### src/logic/squib_map.svh
/*
 Constants for the squib deployment serial command block: frame fields,
 response codes, timing figures and the software register map.
 Assumes inclusion by its bare name from the design file.
*/
`ifndef SQUIB_MAP_SVH
`define SQUIB_MAP_SVH

// Frame layout
`define FRAME_BITS 16
`define FRAME_MODE_HI 15
`define FRAME_MODE_LO 14
`define FRAME_WRITE_BIT 12
`define FRAME_SEL_BIT 11
`define FRAME_PROFILE_BIT 10
`define FRAME_PERIOD_HI 9
`define FRAME_PERIOD_LO 8
`define FRAME_KEY_HI 7
`define FRAME_KEY_LO 0

// Soft reset keys
`define KEY_FIRST 8'haa
`define KEY_SECOND 8'h55

// Response mode codes, bits 15 to 13
`define RESP_REGISTER 3'h0
`define RESP_COMMAND 3'h2
`define RESP_DIAG 3'h4
`define RESP_MONITOR 3'h6
`define RESP_FAULT 3'h7

// Reset values
`define PROFILE_RESET 1'h0
`define PERIOD_RESET 2'h0
`define ARM_EN_RESET 1'h1

// Timing: clock rate and the timer tick
`define CLK_MHZ 250
`define TICK_TIME_US 500
`define TICK_CYCLES (`TICK_TIME_US * `CLK_MHZ)

// Stretch periods and deployment times in microseconds
`define STRETCH_00_US 7500
`define STRETCH_01_US 15000
`define STRETCH_10_US 30000
`define STRETCH_11_US 60000
`define DEPLOY_LONG_US 2000
`define DEPLOY_SHORT_US 1000

// Software register byte offsets
`define ADDR_STATUS 8'h00
`define ADDR_CONTROL 8'h04
`define ADDR_FAULTS 8'h08

// Status and control fields
`define STAT_DEPLOY_LO 0
`define STAT_STRETCH_LO 8
`define STAT_PROFILE_BIT 16
`define STAT_PERIOD_LO 17
`define STAT_KEY_BIT 19
`define CTRL_ARM_EN_BIT 0

`endif

### src/logic/squib_pkg.sv
/*
 Types for the squib deployment serial command block.
 Assumes nothing beyond a SystemVerilog compiler.
*/
package squib_pkg;

    typedef enum logic [1:0] {
        MODE_REGISTER,
        MODE_COMMAND,
        MODE_DIAG,
        MODE_MONITOR
    } frame_mode_t;

    typedef enum logic {
        KEY_IDLE,
        KEY_FIRST_SEEN
    } key_state_t;

endpackage

### src/logic/squib_deploy_spi.sv
/*
 Serial frame interpreter for an eight-channel squib deployment driver:
 register mode, command mode, per-channel stretch and deployment timers,
 soft reset key, and a classic Wishbone slave for status and control.
 Assumes the host drives sclk/cs/mosi asynchronously to clk_in, clock
 idles low, data sampled on rising sclk, msb first, and the Wishbone
 master runs on clk_in.
*/
// The Wishbone slave port and the placing of the registers are this design's own decisions.
`include "squib_map.svh"
`timescale 1ns/100ps
`default_nettype none

module squib_deploy_spi
    import squib_pkg::*;
#(
    parameter int CHANNELS = 8,
    parameter int TICK_CYCLES = `TICK_CYCLES
) (
    // Clock and reset
    input wire logic clk_in,
    input wire logic rst_in,
    // Serial link from the host
    input wire logic sclk_in,
    input wire logic cs_n_in,
    input wire logic mosi_in,
    output logic miso_out,
    output logic miso_oe_n_out,
    // Arming inputs and deployment drive
    input wire logic [CHANNELS-1:0] arm_in,
    output logic [CHANNELS-1:0] fire_out,
    output logic high_current_out,
    // Wishbone slave
    input wire logic wb_cyc_in,
    input wire logic wb_stb_in,
    input wire logic wb_we_in,
    input wire logic [7:0] wb_adr_in,
    input wire logic [3:0] wb_sel_in,
    input wire logic [31:0] wb_dat_in,
    output logic [31:0] wb_dat_out,
    output logic wb_ack_out
);

    localparam int TW = 8;

    function automatic logic [TW-1:0] ticks_of(input int us);
        ticks_of = TW'(us / `TICK_TIME_US);
    endfunction

    function automatic logic [TW-1:0] stretch_ticks(input logic [1:0] sel);
        case (sel)
            2'h0: stretch_ticks = ticks_of(`STRETCH_00_US);
            2'h1: stretch_ticks = ticks_of(`STRETCH_01_US);
            2'h2: stretch_ticks = ticks_of(`STRETCH_10_US);
            default: stretch_ticks = ticks_of(`STRETCH_11_US);
        endcase
    endfunction

    // Two-stage synchronisers for the pins
    logic [2:0] pin_meta_reg;
    logic [2:0] pin_sync_reg;
    logic [CHANNELS-1:0] arm_meta_reg;
    logic [CHANNELS-1:0] arm_sync_reg;
    logic [CHANNELS-1:0] arm_prev_reg;
    logic sclk_prev_reg;
    logic cs_prev_reg;

    always_ff @(posedge clk_in or posedge rst_in) begin
        if (rst_in) begin
            pin_meta_reg <= 3'h2; // Idle levels, so no false sclk edge after reset
            pin_sync_reg <= 3'h2;
            sclk_prev_reg <= 1'b0;
            cs_prev_reg <= 1'b1;
            arm_meta_reg <= '0;
            arm_sync_reg <= '0;
            arm_prev_reg <= '0;
        end else begin
            pin_meta_reg <= {mosi_in, cs_n_in, sclk_in};
            pin_sync_reg <= pin_meta_reg;
            sclk_prev_reg <= pin_sync_reg[0];
            cs_prev_reg <= pin_sync_reg[1];
            arm_meta_reg <= arm_in;
            arm_sync_reg <= arm_meta_reg;
            arm_prev_reg <= arm_sync_reg;
        end
    end

    logic sclk_rise;
    logic sclk_fall;
    logic cs_fall;
    logic cs_rise;
    logic cs_active;
    assign sclk_rise = pin_sync_reg[0] & ~sclk_prev_reg;
    assign sclk_fall = ~pin_sync_reg[0] & sclk_prev_reg;
    assign cs_fall = ~pin_sync_reg[1] & cs_prev_reg;
    assign cs_rise = pin_sync_reg[1] & ~cs_prev_reg;
    assign cs_active = ~pin_sync_reg[1];

    // Receive shift and bit count
    logic [15:0] rx_reg;
    logic [4:0] bit_cnt_reg;
    logic frame_done;

    always_ff @(posedge clk_in or posedge rst_in) begin
        if (rst_in) begin
            rx_reg <= '0;
            bit_cnt_reg <= '0;
        end else if (cs_fall) begin
            bit_cnt_reg <= '0;
        end else if (cs_active && sclk_rise) begin
            rx_reg <= {rx_reg[14:0], pin_sync_reg[2]};
            if (bit_cnt_reg <= 5'(`FRAME_BITS))
                bit_cnt_reg <= bit_cnt_reg + 5'h1;
        end
    end

    // Only exactly sixteen clocks make a valid frame
    assign frame_done = cs_rise && (bit_cnt_reg == 5'(`FRAME_BITS));

    logic parity_ok;
    frame_mode_t mode;
    logic is_reg_write;
    logic is_key_frame;
    logic is_cmd;
    assign parity_ok = ^rx_reg;
    assign mode = frame_mode_t'(rx_reg[`FRAME_MODE_HI:`FRAME_MODE_LO]);
    assign is_reg_write = frame_done && parity_ok && (mode == MODE_REGISTER)
        && rx_reg[`FRAME_WRITE_BIT];
    assign is_key_frame = is_reg_write && rx_reg[`FRAME_SEL_BIT];
    assign is_cmd = frame_done && parity_ok && (mode == MODE_COMMAND);

    // Driver state
    logic profile_reg;
    logic [1:0] period_reg;
    logic [CHANNELS-1:0] deploy_reg;
    logic [CHANNELS-1:0] stretch_reg;
    logic arm_en_reg;
    key_state_t key_reg;
    logic soft_rst;
    logic tick;

    // Soft reset only with first key just before and nothing deploying
    assign soft_rst = is_key_frame && (key_reg == KEY_FIRST_SEEN)
        && (rx_reg[`FRAME_KEY_HI:`FRAME_KEY_LO] == `KEY_SECOND)
        && (deploy_reg == '0);

    // Key sequencer: any other valid frame breaks it
    always_ff @(posedge clk_in or posedge rst_in) begin
        if (rst_in) begin
            key_reg <= KEY_IDLE;
        end else if (frame_done) begin
            case (key_reg)
                KEY_IDLE: key_reg <= (is_key_frame && deploy_reg == '0
                    && rx_reg[`FRAME_KEY_HI:`FRAME_KEY_LO] == `KEY_FIRST)
                    ? KEY_FIRST_SEEN : KEY_IDLE;
                KEY_FIRST_SEEN: key_reg <= KEY_IDLE;
                default: key_reg <= KEY_IDLE;
            endcase
        end
    end

    // Deployment profile and stretch period
    always_ff @(posedge clk_in or posedge rst_in) begin
        if (rst_in) begin
            profile_reg <= `PROFILE_RESET;
            period_reg <= `PERIOD_RESET;
        end else if (soft_rst) begin
            profile_reg <= `PROFILE_RESET;
            period_reg <= `PERIOD_RESET;
        end else if (is_reg_write) begin
            profile_reg <= rx_reg[`FRAME_PROFILE_BIT];
            if (!rx_reg[`FRAME_SEL_BIT])
                period_reg <= rx_reg[`FRAME_PERIOD_HI:`FRAME_PERIOD_LO];
        end
    end

    // Tick prescaler, half a millisecond per tick
    logic [$clog2(TICK_CYCLES)-1:0] pre_reg;
    always_ff @(posedge clk_in or posedge rst_in) begin
        if (rst_in) begin
            pre_reg <= '0;
            tick <= 1'b0;
        end else begin
            tick <= (pre_reg == $bits(pre_reg)'(TICK_CYCLES - 1));
            if (pre_reg == $bits(pre_reg)'(TICK_CYCLES - 1))
                pre_reg <= '0;
            else
                pre_reg <= pre_reg + $bits(pre_reg)'(1);
        end
    end

    // One extra tick so a partial first tick never shortens a period
    logic [TW-1:0] deploy_load;
    logic [TW-1:0] stretch_load;
    assign deploy_load = (profile_reg ? ticks_of(`DEPLOY_SHORT_US)
        : ticks_of(`DEPLOY_LONG_US)) + TW'(1);
    assign stretch_load = stretch_ticks(period_reg) + TW'(1);

    genvar ch;
    generate
        for (ch = 0; ch < CHANNELS; ch++) begin : g_chan
            logic [TW-1:0] dep_cnt_reg;
            logic [TW-1:0] str_cnt_reg;
            logic cmd_on;
            logic cmd_off;
            logic armed;
            assign cmd_on = is_cmd && rx_reg[ch] && !deploy_reg[ch];
            assign cmd_off = is_cmd && !rx_reg[ch] && !deploy_reg[ch];
            assign armed = arm_en_reg && arm_sync_reg[ch];

            // Deployment: nothing but its own count ends it
            always_ff @(posedge clk_in or posedge rst_in) begin
                if (rst_in) begin
                    deploy_reg[ch] <= 1'b0;
                    dep_cnt_reg <= '0;
                end else if (cmd_on && (armed || stretch_reg[ch])) begin
                    deploy_reg[ch] <= 1'b1;
                    dep_cnt_reg <= deploy_load;
                end else if (deploy_reg[ch] && tick) begin
                    if (dep_cnt_reg == TW'(1))
                        deploy_reg[ch] <= 1'b0;
                    dep_cnt_reg <= dep_cnt_reg - TW'(1);
                end
            end

            // Stretch timer
            always_ff @(posedge clk_in or posedge rst_in) begin
                if (rst_in) begin
                    stretch_reg[ch] <= 1'b0;
                    str_cnt_reg <= '0;
                end else if (soft_rst) begin
                    stretch_reg[ch] <= 1'b0;
                end else if (cmd_on || (armed && !arm_prev_reg[ch])) begin
                    stretch_reg[ch] <= 1'b1;
                    str_cnt_reg <= stretch_load;
                end else if (cmd_off) begin
                    stretch_reg[ch] <= 1'b0;
                end else if (stretch_reg[ch] && tick) begin
                    if (str_cnt_reg == TW'(1))
                        stretch_reg[ch] <= 1'b0;
                    str_cnt_reg <= str_cnt_reg - TW'(1);
                end
            end
        end
    endgenerate

    // Reply for the next frame; soft reset leaves it alone
    logic [15:0] resp_reg;
    always_ff @(posedge clk_in or posedge rst_in) begin
        if (rst_in) begin
            resp_reg <= '0;
        end else if (frame_done) begin
            if (!parity_ok)
                resp_reg <= {`RESP_FAULT, 13'h0};
            else
                case (mode)
                    MODE_REGISTER: resp_reg <= {`RESP_REGISTER, 10'h0,
                        rx_reg[`FRAME_WRITE_BIT] ? rx_reg[`FRAME_PROFILE_BIT] : profile_reg,
                        (rx_reg[`FRAME_WRITE_BIT] && !rx_reg[`FRAME_SEL_BIT])
                        ? rx_reg[`FRAME_PERIOD_HI:`FRAME_PERIOD_LO] : period_reg};
                    MODE_COMMAND: resp_reg <= {`RESP_COMMAND, 5'h0, 8'(deploy_reg)};
                    MODE_DIAG: resp_reg <= {`RESP_DIAG, 13'h0};
                    default: resp_reg <= {`RESP_MONITOR, 13'h0};
                endcase
        end
    end

    // Transmit: loaded at select, next bit on each falling sclk
    logic [15:0] tx_reg;
    always_ff @(posedge clk_in or posedge rst_in) begin
        if (rst_in) begin
            tx_reg <= '0;
            miso_out <= 1'b0;
            miso_oe_n_out <= 1'b1;
        end else begin
            miso_oe_n_out <= !cs_active;
            if (cs_fall) begin
                tx_reg <= {resp_reg[14:0], 1'b0};
                miso_out <= resp_reg[15];
            end else if (cs_active && sclk_fall) begin
                tx_reg <= {tx_reg[14:0], 1'b0};
                miso_out <= tx_reg[15];
            end
        end
    end

    always_ff @(posedge clk_in or posedge rst_in) begin
        if (rst_in) begin
            fire_out <= '0;
            high_current_out <= 1'b0;
        end else begin
            fire_out <= deploy_reg;
            high_current_out <= profile_reg;
        end
    end

    // Wishbone slave, outside the soft reset domain
    logic [15:0] fault_cnt_reg;
    logic wb_req;
    logic wb_wr;
    assign wb_req = wb_cyc_in && wb_stb_in && !wb_ack_out;
    assign wb_wr = wb_req && wb_we_in && wb_sel_in[0];

    always_ff @(posedge clk_in or posedge rst_in) begin
        if (rst_in) begin
            arm_en_reg <= `ARM_EN_RESET;
        end else if (wb_wr && wb_adr_in == `ADDR_CONTROL) begin
            arm_en_reg <= wb_dat_in[`CTRL_ARM_EN_BIT];
        end
    end

    // Fault count: a new fault wins over a clear in the same cycle
    always_ff @(posedge clk_in or posedge rst_in) begin
        if (rst_in)
            fault_cnt_reg <= '0;
        else if (frame_done && !parity_ok)
            fault_cnt_reg <= (wb_wr && wb_adr_in == `ADDR_FAULTS) ? 16'h1
                : fault_cnt_reg + ((fault_cnt_reg == 16'hffff) ? 16'h0 : 16'h1);
        else if (wb_wr && wb_adr_in == `ADDR_FAULTS)
            fault_cnt_reg <= '0;
    end

    always_ff @(posedge clk_in or posedge rst_in) begin
        if (rst_in) begin
            wb_ack_out <= 1'b0;
            wb_dat_out <= '0;
        end else begin
            wb_ack_out <= wb_req;
            wb_dat_out <= '0;
            if (wb_req && !wb_we_in)
                case (wb_adr_in)
                    `ADDR_STATUS: begin
                        wb_dat_out[`STAT_DEPLOY_LO +: 8] <= 8'(deploy_reg);
                        wb_dat_out[`STAT_STRETCH_LO +: 8] <= 8'(stretch_reg);
                        wb_dat_out[`STAT_PROFILE_BIT] <= profile_reg;
                        wb_dat_out[`STAT_PERIOD_LO +: 2] <= period_reg;
                        wb_dat_out[`STAT_KEY_BIT] <= (key_reg == KEY_FIRST_SEEN);
                    end
                    `ADDR_CONTROL: wb_dat_out[`CTRL_ARM_EN_BIT] <= arm_en_reg;
                    `ADDR_FAULTS: wb_dat_out[15:0] <= fault_cnt_reg;
                    default: wb_dat_out <= '0;
                endcase
        end
    end

endmodule // squib_deploy_spi

`default_nettype wire

### config.mk
export PLATFORM = sky130hd
export DESIGN_NAME = squib_deploy_spi
export DESIGN_NICKNAME = d
export VERILOG_FILES = /design/src/logic/squib_pkg.sv /design/src/logic/squib_deploy_spi.sv
export VERILOG_INCLUDE_DIRS = /design/src /design/src/logic
export SDC_FILE = /design/constraint.sdc
export NUM_CORES = 1
export LEC_CHECK = 0
export ABC_AREA = 1
export BUFFER_PORTS_ARGS = -buffer_cell sky130_fd_sc_hd__buf_2
export CAP_MARGIN = 5
export CORE_MARGIN = 10
export CORE_UTILIZATION = 60
export CTS_BUF_LIST = sky130_fd_sc_hd__clkbuf_16
export DETAILED_ROUTE_END_ITERATION = 10
export PLACE_DENSITY_LB_ADDON = 0.1
export RECOVER_POWER = 50
export SLEW_MARGIN = 0
export SYNTH_ARGS = -nofsm -noshare
export SYNTH_HDL_FRONTEND = slang
export SYNTH_SLANG_ARGS = --single-unit
export TNS_END_PERCENT = 100
### constraint.sdc
create_clock -name clk_in -period 12.7 [get_ports clk_in]
set_input_delay 0.635 -clock clk_in [delete_from_list [all_inputs] [get_ports clk_in]]
set_output_delay 0.635 -clock clk_in [all_outputs]
set_load 0.01 [all_outputs]
==> results.py, run 1 <==
metrics = {
    "drt": {
        "detail-route-antenna-nets": 0,
        "detailedRoute.firstPassIterationCount": 5,
        "drcViolationCount": 0,
        "routed_wirelength_um": 36500,
        "wl_per_cell_um": 15.7,
        "drt-vias-per-instance": 5.50,
        "drt_first_iter_violations": 1077,
        "vias": 12800,
    },
    "cells_and_area": {
        "insertedDiodeCount": 0,
        "area_growth_pct": 9.82,
        "design.final.nets": 2093,
        "drive_above_1_share": 0.0636,
    },
    "timing": {
        "setup_viol_count_final": 0,
        "timing.final.hold_violations": 0,
        "timing.max_slew.rel_slack": -3.03,
        "post-route-worst-setup-slack_ps": 7940,
        "period_share": 0.375,
        "totalNegativeSetupSlack_ps": 0,
        "timing.final.crit_period_ps": 4760,
        "tightestPinTransition_ps": 6010,
        "max_clock_freq_ghz": 0.210,
        "rsz0062_at_grt": "false",
        "final.setup_skew_ps": 22.4,
        "final_max_slew_viol_count": 142,
    },
    "place": {
        "place_ws_ps": 9570,
        "dp.final_hpwl_um": 24700,
        "gpl.final_weighted_congestion": 0.954,
        "numPortBuffers": 57,
    },
    "clock_network": {
        "cts_buffers": 31,
        "cts_post_setup_buffers_inserted": 0,
        "cts.repair.resized": 0,
        "reg_clk_slew_reported_paths_ps": 60,
        "insertion_delay_ps": 560,
        "root_buffer": "sky130_fd_sc_hd__clkbuf_16",
        "clock_tree_from_tritoncts": "yes",
        "cts.path.max_buffers": 3,
        "postCtsHoldBufs": 0,
        "clock_sinks": 293,
        "htree_levels": 1,
    },
    "global_route": {
        "grt_start_max_net_pins": 142,
        "grt_use_total": 0.217,
        "via_count_of_the_first_global_routing_pass": 12300,
        "antenna_found_initial": 0,
        "grt-ovfl-total": 0,
        "grt_first_pass_wirelength_um": 60500,
    },
    "synthesis": {
        "synth_area_sq_um": 15600,
        "synth.distinct_cells": 50,
        "synth_area_per_cell_sq_um": 8.16,
        "count_of_synthesis_stage_warnings_from_yosys": 0,
        "post_synth_inst_count": 1909,
        "synth-seq-cells": 293,
        "proportion_of_synthesized_chip_area_in_sequential_cells": 0.471,
    },
    "power": {
        "vdd_drop_max_uv": 176,
        "switching_power_w": 0.000568,
        "clkPwrFrac": 0.410,
        "share_comb_of_total_power": 0.134,
        "seqPwrFrac": 0.456,
        "pwr_dens_nw_per_um2": 129,
        "power.share.switching": 0.258,
        "leakage_power_nw": 8.65,
        "power.internal_w": 0.00163,
    },
    "worst_setup_path": {
        "cp.arrival_ps": 5300,
        "data_required_time_at_the_worst_endpoint_ps": 13240,
        "worst-path-max-fanout": 141,
        "startpoint_type": "primary input",
        "crit_type": "in2async",
        "setup.worst_path.end_class": "async pin",
    },
    "floorplanning": {
        "dieArea_sq_um": 32800,
        "die_width_um": 181,
        "area_inside_the_core_boundary_sq_um": 25400,
        "die_height_um": 181,
        "ios": 104,
        "rows": 58,
        "initial_core_utilization": 0.613,
    },
    "outcome": {
        "outcome": "finished with violations",
        "violations_in_the_final_reports": "max-capacitance violations, max-slew violations",
    },
    "hold_path": {
        "holdCritPathClass": "in2reg",
    },
    "flow_run": {
        "drv.max_cap_violation_count": 1,
    },
}
## final timing paths
check	endpoint	slack, ps	start	cells past startpoint
max	g_chan[7].dep_cnt_reg[0]$_DFFE_PP0P_	7940	rst_in	3
max reg2reg	g_chan[6].str_cnt_reg[7]$_DFFE_PP0P_	9500	rx_reg[4]$_DFFE_PP0P_	12
min reg2reg	arm_sync_reg[5]$_DFF_PP0_	350	arm_meta_reg[5]$_DFF_PP0_	0
max in group clk_in	g_chan[6].str_cnt_reg[7]$_DFFE_PP0P_	9500	rx_reg[4]$_DFFE_PP0P_	12
min	pin_meta_reg[1]$_DFF_PP1_	170	cs_n_in	1
min in group asynchronous	wb_dat_out[9]$_DFF_PP0_	1970	rst_in	2
## power groups by stage
| stage | clock [W] | combinational [W] | sequential (W) |
|---|---|---|---|
| final | 0.000902 | 0.000295 | 0.00100 |
| after global routing | 0.000953 | 0.000339 | 0.00101 |
| after CTS | 0.000914 | 0.000297 | 0.00100 |
| after detailed placement | 0 | 0.000294 | 0.00102 |
| after global placement | 0 | 0.000285 | 0.00102 |
| after floorplan | 0 | 0.000249 | 0.00101 |
## synth_stat cells, drive strengths merged
| library cell | n | area share |
|---|---|---|
| inv | 203 | 0.049 |
| xor2 | 76 | 0.043 |
| a21boi | 3 | 0.0014 |
| a32o | 1 | 0.00064 |
| o21ai | 62 | 0.020 |
| nor4 | 16 | 0.0064 |
| nand3 | 209 | 0.069 |
| o22ai | 8 | 0.0032 |
| conb | 1 | 0.00024 |
| nand2 | 546 | 0.14 |
| a21oi | 42 | 0.014 |
| nand3b | 16 | 0.0077 |
| dfstp | 4 | 0.0067 |
| o41ai | 2 | 0.0011 |
| nand4 | 21 | 0.0094 |
| a31oi | 5 | 0.0020 |
| xnor2 | 33 | 0.019 |
| a211oi | 7 | 0.0034 |
| or3 | 2 | 0.00080 |
| o2111ai | 2 | 0.0011 |
| or2 | 3 | 0.0012 |
| or4 | 1 | 0.00048 |
| a221oi | 1 | 0.00056 |
| clkbuf | 18 | 0.0043 |
| nor3 | 52 | 0.017 |
| and3 | 1 | 0.00040 |
| o221ai | 2 | 0.0011 |
| o32a | 1 | 0.00064 |
| clkinv | 3 | 0.00072 |
| o31ai | 3 | 0.0014 |
| nor2 | 193 | 0.050 |
| dfrtp | 289 | 0.46 |
| buf | 20 | 0.0088 |
| o21a | 3 | 0.0014 |
| nor3b | 2 | 0.00096 |
| a22oi | 2 | 0.00096 |
| ha | 56 | 0.045 |
## through the flow
step	instance area (sq um)	util	power, W	hold slack [ps]	std cells
floorplan	15600	-	0.00126	331	1920
global placement	16200	0.636	0.00130	333	2274
detailed placement	16200	0.636	0.00131	336	2274
CTS	17200	0.676	0.00221	154	2328
global route	17100	0.674	0.00230	156	2328
finish	17100	0.674	0.00220	171	2328
## layer usage
layer  vias up  GRT usage  part of all wire
met3        90     0.0246             0.046
met1      6111      0.284              0.44
met5         -          0                 0
met2       356      0.364              0.48
li1       6256          -                 -
met4         0     0.0748             0.033
## cells by family (layout without fill, tap and decap cells)
| kind of cell | after synthesis | count (layout) | synth area share |
|---|---|---|---|
| flops | 293 | 293 | 0.471 |
| xor+xnor | 109 | 109 | 0.0613 |
| other cells | 1 | 12 | 0.000241 |
| fa+ha+maj | 56 | 56 | 0.0450 |
| simple gates | 1062 | 1062 | 0.307 |
| buf+inv | 244 | 322 | 0.0628 |
| compound gates | 144 | 144 | 0.0528 |
## area by class of cell
class | count | area (sq um)
fill | 2138 | 8290
sequential | 293 | 7340
multi-input combinational | 1383 | 7310
clock buffer | 31 | 776
inverter | 206 | 774
tap | 330 | 413
timing repair buffer | 62 | 279
clock inverter | 23 | 225
## critical path: stages
cell and delay (ps):
sky130_fd_sc_hd__buf_2 100, sky130_fd_sc_hd__clkinvlp_2 3340, sky130_fd_sc_hd__buf_4 1190
## placed cells by master (no fill, tap or decap), types with 3 or more instances in the layout
master,Yosys,final
sky130_fd_sc_hd__nand2_1,515,515
sky130_fd_sc_hd__dfrtp_1,289,289
sky130_fd_sc_hd__inv_1,200,204
sky130_fd_sc_hd__nand3_1,202,202
sky130_fd_sc_hd__nor2_1,184,184
sky130_fd_sc_hd__xor2_1,76,76
sky130_fd_sc_hd__o21ai_0,60,60
sky130_fd_sc_hd__ha_1,56,56
sky130_fd_sc_hd__nor3_1,52,52
sky130_fd_sc_hd__a21oi_1,41,41
sky130_fd_sc_hd__xnor2_1,33,33
sky130_fd_sc_hd__clkbuf_1,18,33
sky130_fd_sc_hd__clkbuf_16,0,31
sky130_fd_sc_hd__buf_2,2,25
sky130_fd_sc_hd__nand2_4,22,22
sky130_fd_sc_hd__nand4_1,20,20
sky130_fd_sc_hd__nor4_1,16,16
sky130_fd_sc_hd__nand3b_1,16,16
sky130_fd_sc_hd__clkinv_1,3,12
sky130_fd_sc_hd__conb_1,1,12
sky130_fd_sc_hd__nand2_2,9,9
sky130_fd_sc_hd__o22ai_1,8,8
sky130_fd_sc_hd__nand3_2,7,7
sky130_fd_sc_hd__a211oi_1,7,7
sky130_fd_sc_hd__a31oi_1,5,5
sky130_fd_sc_hd__bufinv_16,0,5
sky130_fd_sc_hd__nor2_2,4,4
sky130_fd_sc_hd__nor2_4,4,4
sky130_fd_sc_hd__buf_4,14,4
sky130_fd_sc_hd__o21a_1,3,3
sky130_fd_sc_hd__inv_2,3,3
sky130_fd_sc_hd__or2_2,3,3
sky130_fd_sc_hd__o31ai_1,3,3
sky130_fd_sc_hd__a21boi_0,3,3
sky130_fd_sc_hd__clkinv_2,0,3
No activity file was read; power rests on OpenSTA's default activity.
==> run 2, diff against run 1 <==
Settings changed: CORE_UTILIZATION 60 to 55.
Clock period 12.7 ns to 4.1 ns, I/O delays scaled along.
==> results.py, run 2 (synthesis results as in run 1) <==
metrics = {
    "cells_and_area": {
        "number_of_filler_cells_placed_in_the_layout": 2446,
        "drive_above_1_share": 0.0653,
        "most_frequent_cells_in_the_layout": "515 x sky130_fd_sc_hd__nand2_1, 289 x sky130_fd_sc_hd__dfrtp_1, 202 x sky130_fd_sc_hd__inv_1, 202 x sky130_fd_sc_hd__nand3_1, 184 x sky130_fd_sc_hd__nor2_1",
        "insertedDiodeCount": 0,
        "layout.cells.most_common": "sky130_fd_sc_hd__nand2_1",
        "layout.core_utilization": 0.623,
        "area_growth_pct": 11.3,
        "finish.cell_count_without_fillers": 2398,
        "design.final.nets": 2113,
    },
    "worst_setup_path": {
        "setup.worst_path.end_class": "flop",
        "crit_type": "reg2reg",
        "timing.critical_path.buf_inv": 2,
        "critical_path.top_delay_family": "simple AND/OR/NAND/NOR gates",
        "worst_path_cell_chain": "inv_1 -> ha_1 -> xnor2_1 -> nand2_1 -> nand2_1 -> nand3_1 -> nand2_2 -> nand2_4 -> nor2_8 -> nand2_4 -> nor2_2 -> inv_1 -> nand3_1 -> nand2_1",
        "worst-path-max-fanout": 18,
        "path_common_cell": "sky130_fd_sc_hd__nand2_1",
        "crit_path_top_delay_cell": "sky130_fd_sc_hd__dfrtp_1",
        "startpoint_type": "flop",
        "critPathMaxStageDelay_ps": 390,
        "cp.arrival_ps": 3470,
        "data_required_time_at_the_worst_endpoint_ps": 4550,
    },
    "global_route": {
        "grt_use_total": 0.206,
        "antenna_found_initial": 0,
        "grt-ovfl-total": 0,
        "grt_start_max_net_pins": 127,
        "via_count_of_the_first_global_routing_pass": 12300,
        "grt_first_pass_wirelength_um": 61500,
    },
    "power": {
        "pwr_dens_nw_per_um2": 392,
        "vdd_drop_max_uv": 320,
        "p_total_w": 0.00680,
        "leakage_power_nw": 8.70,
    },
    "floorplanning": {
        "dieArea_sq_um": 35500,
        "die_width_um": 188,
        "area_inside_the_core_boundary_sq_um": 27900,
        "die_height_um": 188,
        "rows": 61,
        "initial_core_utilization": 0.559,
        "ios": 104,
    },
    "timing": {
        "setup_viol_count_final": 0,
        "max_clock_freq_ghz": 0.331,
        "period_share": 0.736,
        "rsz0062_at_grt": "false",
        "timing.final.hold_violations": 0,
        "tightestPinTransition_ps": 1730,
        "final.setup_skew_ps": 20.1,
        "final_max_slew_viol_count": 127,
        "timing.max_slew.rel_slack": -0.156,
        "minimum_hold_slack_ps": 31.8,
        "totalNegativeSetupSlack_ps": 0,
        "timing.final.crit_period_ps": 3020,
    },
    "clock_network": {
        "cts_post_setup_buffers_inserted": 0,
        "cts.path.max_buffers": 3,
        "cts_buffers": 31,
        "htree_levels": 1,
        "root_buffer": "sky130_fd_sc_hd__clkbuf_16",
        "clock_sinks": 293,
        "insertion_delay_ps": 570,
        "reg_clk_slew_reported_paths_ps": 60,
        "clock_tree_from_tritoncts": "yes",
    },
    "place": {
        "dp.final_hpwl_um": 25000,
        "placedCellCount": 2326,
        "gpl.final_weighted_congestion": 0.895,
        "numPortBuffers": 57,
    },
    "drt": {
        "routed_wirelength_um": 36600,
        "detailedRoute.firstPassIterationCount": 6,
        "wl_per_cell_um": 15.3,
        "drt-vias-per-instance": 5.27,
        "drcViolationCount": 0,
        "vias": 12600,
        "detail-route-antenna-nets": 0,
        "drt_first_iter_violations": 873,
    },
    "outcome": {
        "violations_in_the_final_reports": "max-capacitance violations, max-slew violations",
        "outcome": "finished with violations",
    },
    "hold_path": {
        "holdCritPathClass": "in2reg",
    },
    "flow_run": {
        "drv.max_cap_violation_count": 1,
    },
}
==> run 2: changes by cell type in the layout (fill, tap and decap cells not counted), sizes merged <==
| cell | previous run | this run |
|---|---|---|
| clkinvlp | 2 | 5 |
| buf | 29 | 27 |
| dlygate4sd3 | 0 | 16 |
| clkinv | 15 | 16 |
| bufinv | 5 | 4 |
| inv | 207 | 206 |
| clkbuf | 64 | 70 |
==> run 2: timing repair <==
item | in CTS | in global routing
gates resized for setup | 0 | 0
endpoints found under the hold margin | 40 | 0
hold buffers | 16 | 0
==> run 2: final cells by class <==
type | count | area [sq um] | share of cell area
Sequential cell | 293 | 7340 | 0.423
Multi-Input combinational cell | 1383 | 7310 | 0.421
Clock buffer | 31 | 776 | 0.0447
Inverter | 206 | 774 | 0.0446
Tap cell | 378 | 473 | 0.0273
Timing Repair Buffer | 82 | 457 | 0.0263
Clock inverter | 25 | 224 | 0.0129
==> run 2: report_power, final <==
group / leakage (nW) / internal, W / switching [W] / total (W)
registers: 3.92 / 0.00300 / 0.000101 / 0.00310
logic: 4.29 / 0.000393 / 0.000528 / 0.000921
clock network: 0.489 / 0.00162 / 0.00116 / 0.00278
total: 8.70 / 0.00501 / 0.00179 / 0.00680
==> run 2: worst paths after layout <==
| check | from | to | slack (ps) | cells past startpoint |
|---|---|---|---|---|
| setup reg to reg | rx_reg[4]$_DFFE_PP0P_ | g_chan[5].dep_cnt_reg[1]$_DFFE_PP0P_ | 1080 | 14 |
| min in group asynchronous | rst_in | fault_cnt_reg[7]$_DFFE_PP0P_ | 440 | 3 |
| max in group asynchronous | rst_in | stretch_reg[6]$_DFFE_PP0P_ | 1270 | 4 |
| hold / removal | wb_sel_in[0] | arm_en_reg$_DFFE_PP1P_ | 30 | 4 |
| hold reg to reg | arm_meta_reg[6]$_DFF_PP0_ | arm_sync_reg[6]$_DFF_PP0_ | 340 | 0 |
| setup / recovery | rx_reg[4]$_DFFE_PP0P_ | g_chan[5].dep_cnt_reg[1]$_DFFE_PP0P_ | 1080 | 14 |
==> run 2: worst register-to-register path, stage by stage (launching register included) <==
cell                      delay (ps)
sky130_fd_sc_hd__dfrtp_1         390
sky130_fd_sc_hd__inv_1            90
sky130_fd_sc_hd__ha_1            320
sky130_fd_sc_hd__xnor2_1         240
sky130_fd_sc_hd__nand2_1          90
sky130_fd_sc_hd__nand2_1         110
sky130_fd_sc_hd__nand3_1         150
sky130_fd_sc_hd__nand2_2         140
sky130_fd_sc_hd__nand2_4          90
sky130_fd_sc_hd__nor2_8          390
sky130_fd_sc_hd__nand2_4         200
sky130_fd_sc_hd__nor2_2          380
sky130_fd_sc_hd__inv_1           160
sky130_fd_sc_hd__nand3_1         100
sky130_fd_sc_hd__nand2_1          60
==> run 2: metrics by stage <==
stage / setup slack, ps / instance area (sq um)
floorplan: 9.12 / 15600
global placement: 1090 / 16300
detailed placement: 1050 / 16300
CTS: 1050 / 17400
global route: 705 / 17300
finish: 1080 / 17300
==> run 2: routing by layer <==
layer | wire [um] | GRT usage | share of wire
met5 | 0 | 0 | 0
met4 | 848 | 0.0549 | 0.023
met3 | 1780 | 0.0242 | 0.049
met2 | 17700 | 0.345 | 0.48
met1 | 16300 | 0.277 | 0.45
==> run 3, diff against run 2 <==
Clock period 4.1 ns to 2.5 ns, I/O delays scaled along.
==> results.py, run 3 (synthesis results as in run 1) <==
metrics = {
    "floorplanning": {
        "die_height_um": 188,
        "initial_core_utilization": 0.559,
        "rows": 61,
        "ios": 104,
        "die_width_um": 188,
        "area_inside_the_core_boundary_sq_um": 27900,
        "dieArea_sq_um": 35500,
    },
    "worst_setup_path": {
        "critPathMaxStageDelay_ps": 390,
        "worst-path-max-fanout": 8,
        "setup.worst_path.end_class": "flop",
        "critical_path.top_delay_family": "simple AND/OR/NAND/NOR gates",
        "crit_type": "reg2reg",
        "timing.critical_path.buf_inv": 3,
        "crit_path_top_delay_cell": "sky130_fd_sc_hd__dfrtp_1",
        "path_common_cell": "sky130_fd_sc_hd__nand2_2",
        "cp.arrival_ps": 2940,
        "data_required_time_at_the_worst_endpoint_ps": 2900,
        "startpoint_type": "flop",
        "worst_path_cell_chain": "inv_2 -> ha_4 -> xnor2_2 -> nand2_1 -> nand2_2 -> nand3_4 -> buf_6 -> a21oi_4 -> nand4_4 -> clkbuf_16 -> nand3_4 -> nand2_8 -> nand2_2 -> nand2_2",
    },
    "outcome": {
        "outcome": "finished with violations",
        "violations_in_the_final_reports": "negative setup slack",
    },
    "clock_network": {
        "root_buffer": "sky130_fd_sc_hd__clkbuf_16",
        "cts.path.max_buffers": 3,
        "reg_clk_slew_reported_paths_ps": 50,
        "clock_sinks": 293,
        "insertion_delay_ps": 530,
        "htree_levels": 2,
        "clock_tree_from_tritoncts": "yes",
        "cts_buffers": 35,
    },
    "power": {
        "pwr_dens_nw_per_um2": 614,
        "leakage_power_nw": 9.34,
        "vdd_drop_max_uv": 681,
    },
    "place": {
        "numPortBuffers": 57,
        "gpl.final_weighted_congestion": 0.968,
        "place_ws_ps": -34.2,
        "dp.final_hpwl_um": 26700,
    },
    "cells_and_area": {
        "layout.cells.most_common": "sky130_fd_sc_hd__nand2_1",
        "insertedDiodeCount": 0,
        "design.final.nets": 2222,
        "area_growth_pct": 21.7,
        "drive_above_1_share": 0.144,
        "most_frequent_cells_in_the_layout": "467 x sky130_fd_sc_hd__nand2_1, 289 x sky130_fd_sc_hd__dfrtp_1, 198 x sky130_fd_sc_hd__nand3_1",
    },
    "global_route": {
        "via_count_of_the_first_global_routing_pass": 13000,
        "antenna_found_initial": 0,
        "grt_use_total": 0.214,
        "grt-ovfl-total": 0,
        "grt_start_max_net_pins": 86,
        "grt_first_pass_wirelength_um": 63700,
    },
    "timing": {
        "period_share": 1.01,
        "final.setup_skew_ps": 21.6,
        "timing.max_slew.rel_slack": 0.209,
        "minimum_hold_slack_ps": 91.3,
        "rsz0062_at_grt": "true",
        "setup_viol_count_final": 16,
        "post-route-worst-setup-slack_ps": -36.4,
        "max_clock_freq_ghz": 0.394,
        "timing.final.hold_violations": 0,
        "tightestPinTransition_ps": 1190,
        "timing.final.crit_period_ps": 2540,
        "final_max_slew_viol_count": 0,
    },
    "drt": {
        "detailedRoute.firstPassIterationCount": 5,
        "wl_per_cell_um": 16.0,
        "vias": 13500,
        "drt_first_iter_violations": 1069,
        "routed_wirelength_um": 40200,
        "drt-vias-per-instance": 5.38,
        "drcViolationCount": 0,
        "detail-route-antenna-nets": 0,
    },
    "flow_run": {
        "drv.max_cap_violation_count": 0,
    },
    "hold_path": {
        "holdCritPathClass": "in2reg",
    },
}
==> run 3: cell types whose count changed in the layout (fill, tap and decap cells not counted), sizes merged <==
| cell | previous run | this run |
|---|---|---|
| nand3 | 209 | 213 |
| clkinvlp | 5 | 2 |
| buf | 27 | 117 |
| clkinv | 16 | 20 |
| bufinv | 4 | 2 |
| nand2 | 546 | 548 |
| clkbuf | 70 | 83 |
| dlygate4sd3 | 16 | 17 |
==> run 3: final cells by class <==
class / count / area (sq um)
inverter: 206 / 774
sequential: 293 / 7340
clock inverter: 24 / 176
tap: 378 / 473
multi-input combinational: 1389 / 7920
fill: 2253 / 8890
clock buffer: 36 / 901
timing repair buffer: 181 / 1390
==> run 3: power breakdown <==
part	switching (W)	total (W)	internal (W)
combinational	0.00101	0.00176	0.000744
sequential	0.000163	0.00509	0.00492
clock	0.00198	0.00479	0.00282
==> run 3: worst reg2reg max path: cells and delay by family, from the launching register on <==
| kind | cells | cell delay, ps |
|---|---|---|
| adder cells (fa/ha/maj) | 1 | 210 |
| flip-flops | 1 | 390 |
| AND/OR/NAND/NOR | 8 | 970 |
| buffers and inverters | 3 | 500 |
| XOR/XNOR | 1 | 190 |
| AO/OA/AOI/OAI | 1 | 150 |
==> run 3: per-layer routing <==
metal  up-vias  share of wire  GRT usage
li1       6540              -          -
met1      6492           0.42      0.279
met2       376           0.48      0.353
met3        90          0.061     0.0310
met4         0          0.031     0.0849
met5         -              0          0
==> run 3: path summary, 6_finish.rpt <==
kind,from,end,slack (ps),cells past startpoint
setup / recovery,rx_reg[6]$_DFFE_PP0P_,g_chan[0].str_cnt_reg[1]$_DFFE_PP0P_,-40,14
hold / removal,wb_adr_in[2],wb_dat_out[16]$_DFF_PP0_,90,4
setup reg to reg,rx_reg[6]$_DFFE_PP0P_,g_chan[0].str_cnt_reg[1]$_DFFE_PP0P_,-40,14
hold reg to reg,pin_meta_reg[0]$_DFF_PP0_,pin_sync_reg[0]$_DFF_PP0_,340,0
max in group asynchronous,rst_in,g_chan[5].str_cnt_reg[3]$_DFFE_PP0P_,480,4
min in group asynchronous,rst_in,fault_cnt_reg[3]$_DFFE_PP0P_,300,3
==> run 3: what timing repair did <==
| action | CTS | global route |
|---|---|---|
| endpoints found under the setup margin | 65 | 118 |
| gates resized for setup | 11 | 127 |
| buffers inserted | 0 | 27 |
| hold buffers | 17 | 0 |
| cloned | 0 | 11 |
| hold endpoints to repair | 30 | 0 |
| pin swaps | 0 | 42 |
==> run 3: stage by stage <==
step	instances	total power, W	util	TNS, ps	cell area [sq um]
CTS	2471	0.0116	0.652	0	18200
floorplan	1920	0.00639	-	-438530	15600
finish	2507	0.0116	0.681	-208	19000
global route	2507	0.0122	0.681	-3960	19000
detailed placement	2394	0.00673	0.605	-401	16800
global placement	2394	0.00669	0.605	0	16800
